[config.mk]
export PLATFORM = sky130hd
export DESIGN_NAME = cprc_ctrl
export DESIGN_NICKNAME = d
export VERILOG_FILES = /design/src/shared/cprc_pkg.sv /design/src/rtl/cprc_ctrl.sv /design/src/rtl/cprc_pump_clock_div.sv
export SDC_FILE = /design/constraint.sdc
export NUM_CORES = 1
export LEC_CHECK = 0
export ABC_CLOCK_PERIOD_IN_PS = 2000
export BUFFER_PORTS_ARGS = -buffer_cell sky130_fd_sc_hd__buf_2
export CORE_MARGIN = 2
export CORE_UTILIZATION = 32
export DETAILED_ROUTE_END_ITERATION = 7
export GPL_TIMING_DRIVEN = 0
export PLACE_DENSITY_LB_ADDON = 0.25
export REMOVE_ABC_BUFFERS = 1
export SYNTH_ARGS = -nofsm -noshare
export SYNTH_HDL_FRONTEND = slang
export SYNTH_HIERARCHICAL = 1
export SYNTH_SLANG_ARGS = --single-unit
[constraint.sdc]
create_clock -name sys_clk_i -period 2 [get_ports sys_clk_i]
set_input_delay 0.1 -clock sys_clk_i [delete_from_list [all_inputs] [get_ports sys_clk_i]]
set_output_delay 0.1 -clock sys_clk_i [all_outputs]
set_load 0.02 [all_outputs]
[src/shared/cprc_pkg.sv]
// Package with register map, field layout and timing for the pump/regulator control
package cprc_pkg;

   // Bus widths
   localparam int unsigned CPRC_ADDR_W = 12;
   localparam int unsigned CPRC_DATA_W = 32;

   // Register indices; byte address is four times the index
   localparam logic [9:0] CPRC_IDX_CONTROL = 10'h01f;
   localparam logic [9:0] CPRC_IDX_OUT_STATE = 10'h020;
   localparam logic [9:0] CPRC_IDX_STATUS = 10'h021;

   // Control register field positions
   localparam int unsigned CPRC_MODULE_ENABLE_BIT = 0;
   localparam int unsigned CPRC_PUMP_ENABLE_BIT = 1;
   localparam int unsigned CPRC_QUICK_START_BIT = 2;
   localparam int unsigned CPRC_DIV_LSB = 3;
   localparam int unsigned CPRC_DIV_W = 5;

   // Output-state register field position
   localparam int unsigned CPRC_OFF_STATE_BIT = 0;

   // Status register field positions
   localparam int unsigned CPRC_STAT_SETTLED_BIT = 0;
   localparam int unsigned CPRC_STAT_REG_ON_BIT = 1;
   localparam int unsigned CPRC_STAT_PUMP_ON_BIT = 2;

   // Reset values
   localparam logic [7:0] CPRC_CONTROL_RST = 8'h00;
   localparam logic [7:0] CPRC_OUT_STATE_RST = 8'h00;

   // Fixed prescaler ahead of the programmable divider
   localparam int unsigned CPRC_PRESCALE = 16;

   // Timing: clock rate and least quick-start low time
   localparam int unsigned CPRC_CLK_MHZ = 250;
   localparam int unsigned CPRC_QS_MIN_US = 2000;
   localparam int unsigned CPRC_QS_MIN_CYC = CPRC_QS_MIN_US * CPRC_CLK_MHZ;

   // APB request from the master
   typedef struct packed {
      logic psel;
      logic penable;
      logic pwrite;
      logic [CPRC_ADDR_W-1:0] paddr;
      logic [CPRC_DATA_W-1:0] pwdata;
      logic [3:0] pstrb;
   } cprc_apb_req_t;

   // APB answer to the master
   typedef struct packed {
      logic pready;
      logic pslverr;
      logic [CPRC_DATA_W-1:0] prdata;
   } cprc_apb_rsp_t;

   // Power controls to the analog section
   typedef struct packed {
      logic regulator_on;
      logic pump_on;
      logic amp_converter_power;
      logic bandgap_filter_short;
      logic output_pulldown;
      logic output_floating;
   } cprc_power_t;

endpackage : cprc_pkg

[src/rtl/cprc_ctrl.sv]
// Charge pump and regulator control block with APB register access
//
// Behaviour
// - Pump clock is fsys/16/(divider+1)
// - Module disable powers everything off
// - Pump enable selects doubled or passed supply
// - Off-state select: 0 pulldown, 1 floating
// - Quick-start bit shorts filter when zero
// - Output-state bits 7..1 read zero
module cprc_ctrl #(
   parameter int unsigned QS_MIN_CYC = cprc_pkg::CPRC_QS_MIN_CYC
) (
   // Clock and asynchronous active-low reset
   input wire logic sys_clk_i,
   input wire logic rst_b_i,
   // Register bus, slave side
   input wire cprc_pkg::cprc_apb_req_t apb_req_i,
   output cprc_pkg::cprc_apb_rsp_t apb_rsp_o,
   // Analog section controls and pump clock pulse
   output cprc_pkg::cprc_power_t power_o,
   output logic pump_clk_tick_o
);
   // Register map, field layout and carrier types
   import cprc_pkg::*;

   // Low-time counter is wide enough to hold the mark itself
   localparam int unsigned QS_W = $clog2(QS_MIN_CYC + 1);

   // Refuse a zero quick-start time, a mark the counter cannot reach, and a layout
   // whose divider field would spill out of the 8-bit control register
   initial begin
      if (QS_MIN_CYC < 1) begin
         $error("cprc_ctrl: QS_MIN_CYC must be at least 1");
      end
      if (QS_MIN_CYC > 32'h7fffffff) begin
         $error("cprc_ctrl: QS_MIN_CYC too large for the low-time counter");
      end
      if (CPRC_DIV_LSB + CPRC_DIV_W > 8) begin
         $error("cprc_ctrl: divider field does not fit the control register");
      end
   end

   // Software-visible storage
   logic [7:0] control; // Control register
   logic [7:0] out_state; // Output-state register

   // Quick-start measurement and read path
   logic [QS_W-1:0] qs_cnt; // Quick-start low-time counter
   logic qs_settled; // Quick-start low time reached
   logic [CPRC_DATA_W-1:0] rdata; // Registered read data

   // Field views of the control and output-state registers
   logic module_enable; // Module enable field
   logic pump_enable; // Pump enable field
   logic quick_start; // Quick-start field
   logic [CPRC_DIV_W-1:0] pump_clock_divider; // Divider field
   logic off_output_state_select; // Output state while off

   // Bus decode
   logic setup; // APB setup phase
   logic access; // APB access phase
   logic aligned; // Word-aligned address
   logic [9:0] idx; // Register index from address
   logic hit_control; // Control register addressed
   logic hit_out_state; // Output-state register addressed
   logic hit_status; // Status register addressed
   logic mapped; // Any register addressed
   logic wr_low; // Write to low byte accepted
   logic div_rewrite; // Divider field written

   // Read-only status view
   logic [7:0] status; // Status view

   // Named views of the fields; the rest of the block reads only these, except the control read-back, which reads control directly
   assign module_enable = control[CPRC_MODULE_ENABLE_BIT];
   assign pump_enable = control[CPRC_PUMP_ENABLE_BIT];
   assign quick_start = control[CPRC_QUICK_START_BIT];
   assign pump_clock_divider = control[CPRC_DIV_LSB +: CPRC_DIV_W];
   assign off_output_state_select = out_state[CPRC_OFF_STATE_BIT];

   // Address decode: the index is the word address, and a byte address that is not
   // word aligned matches nothing, so it is refused rather than aliased onto a register
   assign setup = apb_req_i.psel && !apb_req_i.penable;
   assign access = apb_req_i.psel && apb_req_i.penable;
   assign aligned = (apb_req_i.paddr[1:0] == 2'b00);
   assign idx = apb_req_i.paddr[11:2];
   assign hit_control = aligned && (idx == CPRC_IDX_CONTROL);
   assign hit_out_state = aligned && (idx == CPRC_IDX_OUT_STATE);
   assign hit_status = aligned && (idx == CPRC_IDX_STATUS);
   assign mapped = hit_control || hit_out_state || hit_status;
   assign wr_low = access && apb_req_i.pwrite && apb_req_i.pstrb[0];
   assign div_rewrite = wr_low && hit_control;

   // Slave always answers in the first access cycle; unmapped gets an error.
   // No wait states are needed because read data is staged in the setup cycle
   // and stands unchanged through the access cycle.
   assign apb_rsp_o.pready = 1'b1;
   assign apb_rsp_o.pslverr = access && !mapped;
   assign apb_rsp_o.prdata = rdata;

   // Control register: fully software read/write. A write lands only at the access
   // edge and only when byte lane 0 is enabled; the upper lanes carry nothing here.
   // The reset value keeps the whole module powered down until software acts.
   always_ff @(posedge sys_clk_i or negedge rst_b_i) begin
      if (!rst_b_i) begin
         control <= CPRC_CONTROL_RST;
      end else if (wr_low && hit_control) begin
         control <= apb_req_i.pwdata[7:0];
      end
   end

   // Output-state register: only bit 0 is kept. Bits 7..1 are never stored,
   // so they can only ever read back as zero, whatever software writes there.
   // The select resets to the pulled-down choice.
   always_ff @(posedge sys_clk_i or negedge rst_b_i) begin
      if (!rst_b_i) begin
         out_state <= CPRC_OUT_STATE_RST;
      end else if (wr_low && hit_out_state) begin
         out_state <= {7'h00, apb_req_i.pwdata[CPRC_OFF_STATE_BIT]};
      end
   end

   // Measures how long the filter short is held while enabled. The count stops at
   // the mark rather than wrapping, so a long hold can never look short again;
   // releasing quick start or disabling the module starts the measure over.
   always_ff @(posedge sys_clk_i or negedge rst_b_i) begin
      if (!rst_b_i) begin
         qs_cnt <= '0;
      end else if (!module_enable || quick_start) begin
         qs_cnt <= '0;
      end else if (qs_cnt != QS_W'(QS_MIN_CYC)) begin
         // One more cycle of the short
         qs_cnt <= qs_cnt + QS_W'(1);
      end
   end

   // Settled flag: set once the short was held long enough, lost on disable.
   // Disable takes priority; releasing quick start afterwards keeps the flag,
   // since the band gap has already had its fast start.
   always_ff @(posedge sys_clk_i or negedge rst_b_i) begin
      if (!rst_b_i) begin
         qs_settled <= 1'b0;
      end else if (!module_enable) begin
         qs_settled <= 1'b0;
      end else if (qs_cnt == QS_W'(QS_MIN_CYC)) begin
         // Mark reached
         qs_settled <= 1'b1;
      end
   end

   // Status view of the block's own state; software may poll it after enabling
   // the module to learn when the quick-start hold has lasted long enough.
   // Writes to this view are ignored.
   always_comb begin
      // Unused bits read zero
      status = 8'h00;
      status[CPRC_STAT_SETTLED_BIT] = qs_settled;
      status[CPRC_STAT_REG_ON_BIT] = module_enable;
      status[CPRC_STAT_PUMP_ON_BIT] = module_enable && pump_enable;
   end

   // Read data captured in the setup phase, zero for unmapped addresses.
   // Capturing early keeps prdata steady for the whole access cycle, even when
   // the register underneath changes at the access edge.
   always_ff @(posedge sys_clk_i or negedge rst_b_i) begin
      if (!rst_b_i) begin
         rdata <= '0;
      end else if (setup) begin
         // Pick the addressed register
         if (hit_control) begin
            rdata <= {24'h000000, control};
         end else if (hit_out_state) begin
            rdata <= {24'h000000, 7'h00, off_output_state_select};
         end else if (hit_status) begin
            rdata <= {24'h000000, status};
         end else begin
            rdata <= '0;
         end
      end
   end

   // Power controls, registered so the analog section never sees a glitch from the
   // bus decode; they follow a control write one cycle after it lands. While the
   // module is off the pump enable is ignored and the output state select applies.
   always_ff @(posedge sys_clk_i or negedge rst_b_i) begin
      if (!rst_b_i) begin
         // Everything powered down during reset
         power_o.regulator_on <= 1'b0;
         power_o.pump_on <= 1'b0;
         power_o.amp_converter_power <= 1'b0;
         power_o.bandgap_filter_short <= 1'b0;
         power_o.output_pulldown <= 1'b0;
         power_o.output_floating <= 1'b0;
      end else begin
         // Module and pump power
         power_o.regulator_on <= module_enable;
         power_o.pump_on <= module_enable && pump_enable;
         power_o.amp_converter_power <= module_enable;
         // Band-gap filter short while quick start is low
         power_o.bandgap_filter_short <= !quick_start;
         // Regulated output while the regulator is off
         power_o.output_pulldown <= !module_enable && !off_output_state_select;
         power_o.output_floating <= !module_enable && off_output_state_select;
      end
   end

   // Pump clock runs only while the pump is on. Any control write restarts it, so
   // a new divider takes effect from a clean phase instead of mid-count; the first
   // pulse then follows a full period of the new setting.
   cprc_pump_clock_div #(
      .PRESCALE(CPRC_PRESCALE),
      .DIV_W(CPRC_DIV_W)
   ) u_div (
      .sys_clk_i(sys_clk_i),
      .rst_b_i(rst_b_i),
      .run_i(module_enable && pump_enable),
      .restart_i(div_rewrite),
      .div_i(pump_clock_divider),
      .tick_o(pump_clk_tick_o)
   );

endmodule : cprc_ctrl

[src/rtl/cprc_pump_clock_div.sv]
// Pump clock divider: fixed prescale then programmable divide-by-(N+1)
module cprc_pump_clock_div #(
   parameter int unsigned PRESCALE = 16,
   parameter int unsigned DIV_W = 5
) (
   input wire logic sys_clk_i,
   input wire logic rst_b_i,
   input wire logic run_i,
   input wire logic restart_i,
   input wire logic [DIV_W-1:0] div_i,
   output logic tick_o
);

   localparam int unsigned PRE_W = (PRESCALE > 1) ? $clog2(PRESCALE) : 1;
   localparam logic [PRE_W-1:0] PRE_LAST = PRE_W'(PRESCALE - 1);

   // Refuse settings the counters cannot serve
   initial begin
      if (PRESCALE < 1 || DIV_W < 1) begin
         $error("cprc_pump_clock_div: bad PRESCALE or DIV_W");
      end
   end

   logic [PRE_W-1:0] pre_cnt; // Prescale phase
   logic [DIV_W-1:0] div_cnt; // Divider phase
   logic pre_wrap; // Prescaler finishes a period

   assign pre_wrap = (pre_cnt == PRE_LAST);

   // Prescaler; held clear while stopped or restarted
   always_ff @(posedge sys_clk_i or negedge rst_b_i) begin
      if (!rst_b_i) begin
         pre_cnt <= '0;
      end else if (!run_i || restart_i) begin
         pre_cnt <= '0;
      end else if (pre_wrap) begin
         pre_cnt <= '0;
      end else begin
         pre_cnt <= pre_cnt + PRE_W'(1);
      end
   end

   // Divider counts prescaled periods up to the field value
   always_ff @(posedge sys_clk_i or negedge rst_b_i) begin
      if (!rst_b_i) begin
         div_cnt <= '0;
      end else if (!run_i || restart_i) begin
         div_cnt <= '0;
      end else if (pre_wrap) begin
         if (div_cnt >= div_i) begin
            div_cnt <= '0;
         end else begin
            div_cnt <= div_cnt + DIV_W'(1);
         end
      end
   end

   // One-cycle pump clock pulse at fsys/PRESCALE/(div+1)
   always_ff @(posedge sys_clk_i or negedge rst_b_i) begin
      if (!rst_b_i) begin
         tick_o <= 1'b0;
      end else begin
         tick_o <= run_i && !restart_i && pre_wrap && (div_cnt >= div_i);
      end
   end

endmodule : cprc_pump_clock_div

==> summary.md, run 1 <==
### Clock network
* **Clock Sinks** 52
* **Clock Tree Root** clkbuf_8
* **H-tree depth** 2
* **number of buffers on the longest clock path** 2
* **clock network latency to the later pin of the worst-skew pair** 300 ps
* **Clk pin slew, worst setup/hold paths** 90 ps
* **clock buffer count from CTS** 5
* **clock tree from TritonCTS** built

### STA
* **final worst-path cycle share** 92.1%
* **Max-Slew Margin vs Limit** 24.0%
* **Setup Skew** 2.58 ps
* **Min Clock Period, post-route** 1840 ps
* **transition at the pin with the smallest max-transition slack** 1140 ps
* **RSZ-0062 raised after global routing** no
* **max-slew violations** 0
* **Final Hold Viols** 0
* **number of failing setup endpoints in the final timing report** 0
* **highest clock frequency the design can meet** 543 MHz
* **worst hold slack** 16.0 ps

### Routing
* **DRC marker count from the first detailed-route iteration** 97
* **post-route DRC violation count** 0
* **overall routed net length** 5210 um
* **Initial DRT Pass Iterations** 4
* **average wire per cell in the routed design** 12.3 um
* **number of antenna-violating nets in the routed design** 0
* **mean number of vias per cell** 4.81
* **routed via count** 2029

### Layout
* **share of the core filled with cells** 37.7%
* **post-route cell area** 0.00311 mm2
* **final instance count without filler cells** 422
* **Layout Area Growth over Synthesis** 13.4%
* **Final nets** 378
* **total inserted antenna cells** 0
* **share of layout cells above drive strength 1** 22.7%

### Floorplanning
* **num rows** 33
* **Initial Util** 33.2%
* **floorplan core area** 0.00826 mm2
* **Die Height** 96.6 um
* **chip width** 96.6 um
* **die area** 0.00933 mm2
* **number of top-level design ports** 94

### Power and ir drop
* **Leakage Power** 0.00140 uW
* **ratio of total power to cell area** 569 mW/mm2
* **worst-case vdd ir drop** 0.323 mV
* **final total power** 1770 uW

### Global routing
* **global route overflow** 0
* **first-pass GRT wire length** 8980 um
* **initial antenna violation count** 0
* **pin count of the biggest net entering global routing** 53
* **total routing resource utilization after global routing** 11.5%
* **via count of the first global-routing pass** 1898

### Yosys
* **number of synthesized flops with an enable pin** 0
* **cell area after synthesis** 0.00274 mm2
* **number of synthesized register bits** 52
* **most frequently used flop master after synthesis** dfrtp_1
* **Synth async-reset ratio** 100%
* **portion of the post-synthesis area used by sequential elements** 47.4%
* **Post-Synthesis Cells** 270
* **Mapped Avg Cell Area** 10.2 um2
* **unique cell type count in the Yosys netlist** 43
* **total of warnings raised by yosys** 6

### Critical path
* **worst endpoint data arrival time** 2060 ps
* **critical path launch point** qs_cnt[2]
* **category of the worst setup path capture point** register
* **cell count of the worst reg-to-reg path** 4
* **worst reg2reg path endpoint** qs_cnt[17]
* **capturing instance or port of the critical path** qs_cnt[17]
* **CP Data Required Time** 2220 ps
* **top fanout value on the critical path** 12
* **critical setup path kind** register to register
* **Critical Path Source Type** register
* **startpoint of the most critical register-to-register path** qs_cnt[2]
* **reg2reg setup slack** 160 ps

### Place
* **placed insts** 408
* **gp weighted congestion** 0.759
* **Placement Cell Area** 0.00295 mm2
* **half-perimeter wire length after detailed placement** 3660 um
* **IO Port Bufs** 41

### Flow run
* **number of max-capacitance violations reported** 0

### Hold path
* **type of the tightest min-delay check** input port to asynchronous set/reset pin

### Run status
* **outcome** complete, no violations

==> final cells by class <==
type | count | area (um2)
Fill cell | 861 | 5150
Sequential cell | 52 | 1300
Clock buffer | 8 | 90.1
Inverter | 11 | 41.3
Multi-Input combinational cell | 199 | 1300
Tap cell | 105 | 131
Timing Repair Buffer | 47 | 250
==> Yosys cell counts (all sizes together), types with 2 or more instances <==
| master | number | area (um2) |
|---|---|---|
| and4b | 2 | 20.0 |
| o21ai | 5 | 25.0 |
| xnor2 | 10 | 87.6 |
| a22o | 5 | 43.8 |
| nor4 | 7 | 43.8 |
| nand3 | 19 | 108 |
| nand3b | 2 | 15.0 |
| conb | 2 | 7.51 |
| inv | 11 | 41.3 |
| and2 | 2 | 12.5 |
| nand2b | 4 | 25.0 |
| mux2i | 3 | 30.0 |
| nor2 | 22 | 82.6 |
| dfrtp | 52 | 1300 |
| o21a | 2 | 15.0 |
| mux2 | 9 | 101 |
| a22oi | 2 | 15.0 |
| nor3 | 6 | 41.3 |
| or2 | 3 | 21.3 |
| xor2 | 6 | 52.6 |
| nand4 | 5 | 31.3 |
| ha | 9 | 113 |
| or3 | 5 | 31.3 |
| or4 | 4 | 30.0 |
| buf | 27 | 199 |
| nor2b | 4 | 25.0 |
| clkbuf | 4 | 15.0 |
| o31ai | 6 | 45.0 |
| nand2 | 18 | 67.6 |
| a21oi | 6 | 30.0 |
==> stage by stage <==
step                worst slack, ps  setup TNS [ps]
CTS                            46.4               0
finish                          159               0
global route                   60.3               0
floorplan                       155               0
global placement               -252           -1550
detailed placement             -268           -1830
==> cells by family (layout without fill, tap and decap cells) <==
group	count (synthesis)	in the layout	synth area share [%]
muxes	12	12	4.79
and+or+nand+nor	105	105	20.9
AOI/OAI and AO/OA	32	32	8.12
other	2	25	0.274
xor gates and xnor gates	16	16	5.11
buffers and inverters	42	66	9.30
DFF	52	52	47.4
adders and majority gates	9	9	4.10
==> metal layers <==
metal / share of wire [%] / GRT usage, % / up-vias
li1: - / - / 990
met5: 0 / 0 / -
met3: 5.8 / 4.34 / 6
met4: 1.1 / 2.93 / 0
met1: 45 / 15.0 / 982
met2: 48 / 18.3 / 51
==> cells in the final DEF, fill, tap and decap left out, drive strengths merged, types with 5 or more instances in the layout <==
master,count
nand3,19
xnor2,10
or3,5
inv,11
a22o,5
nor3,6
o21ai,5
nand4,5
ha,9
buf,47
conb,25
dfrtp,52
nand2,18
xor2,6
a21oi,6
mux2,9
o31ai,6
nor2,22
clkbuf,8
nor4,7
==> power by group <==
group	internal [uW]	total [uW]	leakage, uW	switching (uW)
combinational	23.0	102	0.000638	79.3
sequential	1050	1050	0.000716	0.157
clock	283	616	0.0000455	333
==> critical path, cell delays in order, from the launching register on <==
cell and delay [ps]:
dfrtp_1 460, nand3_4 180, or3_1 450, or4_1 520, a21oi_1 150
==> worst min-delay path by stage <==
stage                 end
4_1_cts        control[1]
3_5_place_dp   control[6]
3_3_place_gp   control[4]
6_report       qs_cnt[15]
5_1_grt        control[1]
2_1_floorplan  control[0]
==> state kept, by name (all words and copies together), names as in the netlist <==
signal / count
qs_cnt: 19
control: 8
rdata: 8
power_o: 5
u_div/div_cnt: 5
u_div/pre_cnt: 4
out_state: 1
qs_settled: 1
u_div/tick_o: 1
==> what timing repair did <==
action                     in CTS  in global routing
hold buffers                    0                  0
setup buffers                   0                  6
setup endpoints to repair       1                 11
pin swaps                       0                  2
resized for setup               1                  3
No activity file was read; power rests on OpenSTA's default activity.
==> run 2: changes to the inputs <==
- MAX_ROUTING_LAYER: unset -> met4
==> run 2 against run 1 <==
Against the previous run: clock-buffer cell count is the same; clock power grew 1%; combinational power is essentially flat; highest routed layer unchanged; wire length grew 0.71%; via count shrank 0.54%; non-clock buffer count is the same; setup slack gained 2.1 ps.
==> summary.md, run 2 (same netlist as run 1, synthesis figures left out) <==
### STA
* **setup_tns** 0 ps, unchanged
* **Setup Skew** 4.76 ps, +2.18 ps
* **transition at the pin with the smallest max-transition slack** 1140 ps, +0.661 ps
* **smallest setup slack after layout** 161 ps, +2.13 ps
* **Max-Slew Margin vs Limit** 23.9%, -0.044 points
* **highest clock frequency the design can meet** 544 MHz, +0.12%
* **final worst-path cycle share** 91.9%, -0.11 points
* **Final Hold Viols** 0, unchanged
* **number of failing setup endpoints in the final timing report** 0, unchanged
* **max-slew violations** 0, unchanged
* **RSZ-0062 raised after global routing** no
* **Min Clock Period, post-route** 1840 ps, -2.13 ps

### Clock network
* **clock buffer count from CTS** 5, unchanged
* **CTS hold repair buffers** 0, unchanged
* **number of buffers on the longest clock path** 2, unchanged
* **H-tree depth** 2, unchanged
* **clock tree from TritonCTS** built
* **Clock Sinks** 52, unchanged
* **Clock Tree Root** clkbuf_8
* **Clk pin slew, worst setup/hold paths** 90 ps, about the same
* **clock network latency to the later pin of the worst-skew pair** 310 ps, about the same

### Global routing
* **total routing resource utilization after global routing** 11.9%, +0.33 points
* **pin count of the biggest net entering global routing** 53, unchanged
* **initial antenna violation count** 0, unchanged
* **grt met2 use** 18.3%, unchanged
* **met3 capacity usage during global routing** 4.34%, unchanged
* **layer carrying the most global-route usage** met2
* **global route overflow** 0, unchanged
* **first-pass GRT wire length** 8980 um, unchanged
* **GRT met1 Usage** 15.0%, unchanged
* **via count of the first global-routing pass** 1898, unchanged

### Routing
* **number of antenna-violating nets in the routed design** 0, unchanged
* **average wire per cell in the routed design** 12.4 um, +0.71%
* **post-route DRC violation count** 0, unchanged
* **mean number of vias per cell** 4.78, -0.54%
* **DRC marker count from the first detailed-route iteration** 97, unchanged
* **overall routed net length** 5240 um, +0.71%
* **routed via count** 2018, -0.54%
* **Initial DRT Pass Iterations** 4, unchanged

### Floorplanning
* **die area** 0.00933 mm2, unchanged
* **floorplan core area** 0.00826 mm2, unchanged
* **num rows** 33, unchanged
* **number of top-level design ports** 94, unchanged
* **Die Height** 96.6 um, unchanged
* **Initial Util** 33.2%, unchanged
* **chip width** 96.6 um, unchanged

### Layout
* **share of layout cells above drive strength 1** 22.7%, unchanged
* **most common library cell in the layout ignoring fill and taps** dfrtp_1
* **Layout Area Growth over Synthesis** 13.4%, unchanged
* **leading cell types in the layout, fill and taps excluded** dfrtp_1 (52), buf_2 (41), conb_1 (25), nor2_1 (22), nand2_1 (18)
* **Final nets** 378, unchanged
* **number of flip-flops in the largest register** 19, unchanged
* **register bank with the most flops** qs_cnt
* **Top Registers** qs_cnt: 19 flops, control: 8 flops, rdata: 8 flops
* **total inserted antenna cells** 0, unchanged

### Critical path
* **category of the worst setup path capture point** register
* **top fanout value on the critical path** 12, unchanged
* **startpoint of the most critical register-to-register path** qs_cnt[2]
* **cell count of the worst reg-to-reg path** 4, unchanged
* **critical setup path kind** register to register
* **worst endpoint data arrival time** 2070 ps, about the same
* **worst reg2reg path endpoint** qs_cnt[17]
* **CP Data Required Time** 2230 ps, about the same
* **reg2reg setup slack** 160 ps, about the same
* **Critical Path Source Type** register

### Power and ir drop
* **worst-case vdd ir drop** 0.326 mV, +0.90%
* **Leakage Power** 0.00140 uW, unchanged
* **ratio of total power to cell area** 571 mW/mm2, +0.37%
* **final total power** 1780 uW, +0.37%

### Run status
* **outcome** complete, no violations

### Place
* **gp weighted congestion** 0.769, +1.3%
* **half-perimeter wire length after detailed placement** 3660 um, unchanged
* **setup slack at placement** -268 ps, unchanged
* **IO Port Bufs** 41, unchanged

### Hold path
* **type of the tightest min-delay check** input port to asynchronous set/reset pin

### Flow run
* **number of max-capacitance violations reported** 0, unchanged

## run 2: worst max path at each step
| stage | start | to | slack (ps) | cells past startpoint |
|---|---|---|---|---|
| after global routing | qs_cnt[2] | qs_cnt[17] | 60 | 4 |
| after floorplan | apb_req_i[37] | u_div/div_cnt[2] | 150 | 6 |
| after global placement | apb_req_i[37] | u_div/div_cnt[0] | -250 | 7 |
| after CTS | apb_req_i[37] | u_div/div_cnt[2] | 50 | 7 |
| after detailed placement | apb_req_i[37] | u_div/div_cnt[2] | -270 | 7 |
| final | qs_cnt[2] | qs_cnt[17] | 160 | 4 |
## run 2: critical path, cell delays in order, from the launching register on
cell and delay, ps:
dfrtp_1 470, nand3_4 180, or3_1 450, or4_1 520
a21oi_1 150
## run 2: cell type report
class / count / area (um2)
well taps: 105 / 131
multi-input cells: 199 / 1300
repair buffers: 47 / 250
fillers: 861 / 5150
flip-flops and latches: 52 / 1300
clock buffers: 8 / 90.1
inverters: 11 / 41.3
## run 2: stage by stage
stage                     hold slack [ps]  instances  instance area (um2)  util, %
after detailed placement              336        408                 2950     35.8
after global placement                333        408                 2950     35.8
after floorplan                      -196        262                 2620        -
after CTS                            12.5        416                 3050     36.9
after global routing                0.552        422                 3110     37.7
final                                16.5        422                 3110     37.7
## run 2: per-layer routing
| layer | part of all wire [%] | routed length [um] |
|---|---|---|
| met5 | 0 | 0 |
| met4 | 1.0 | 53 |
| met3 | 5.6 | 296 |
| met2 | 47 | 2460 |
| met1 | 46 | 2430 |
## run 2: repair_timing
item,CTS,global route
resized for setup,1,3
pin swaps,0,2
cloned,0,0
setup endpoints to repair,1,11
setup buffers,0,6
## run 2: report_power, final
part	total [uW]	switching [uW]	internal (uW)
combinational	102	79.5	23.0
sequential	1050	0.158	1050
clock	623	340	283
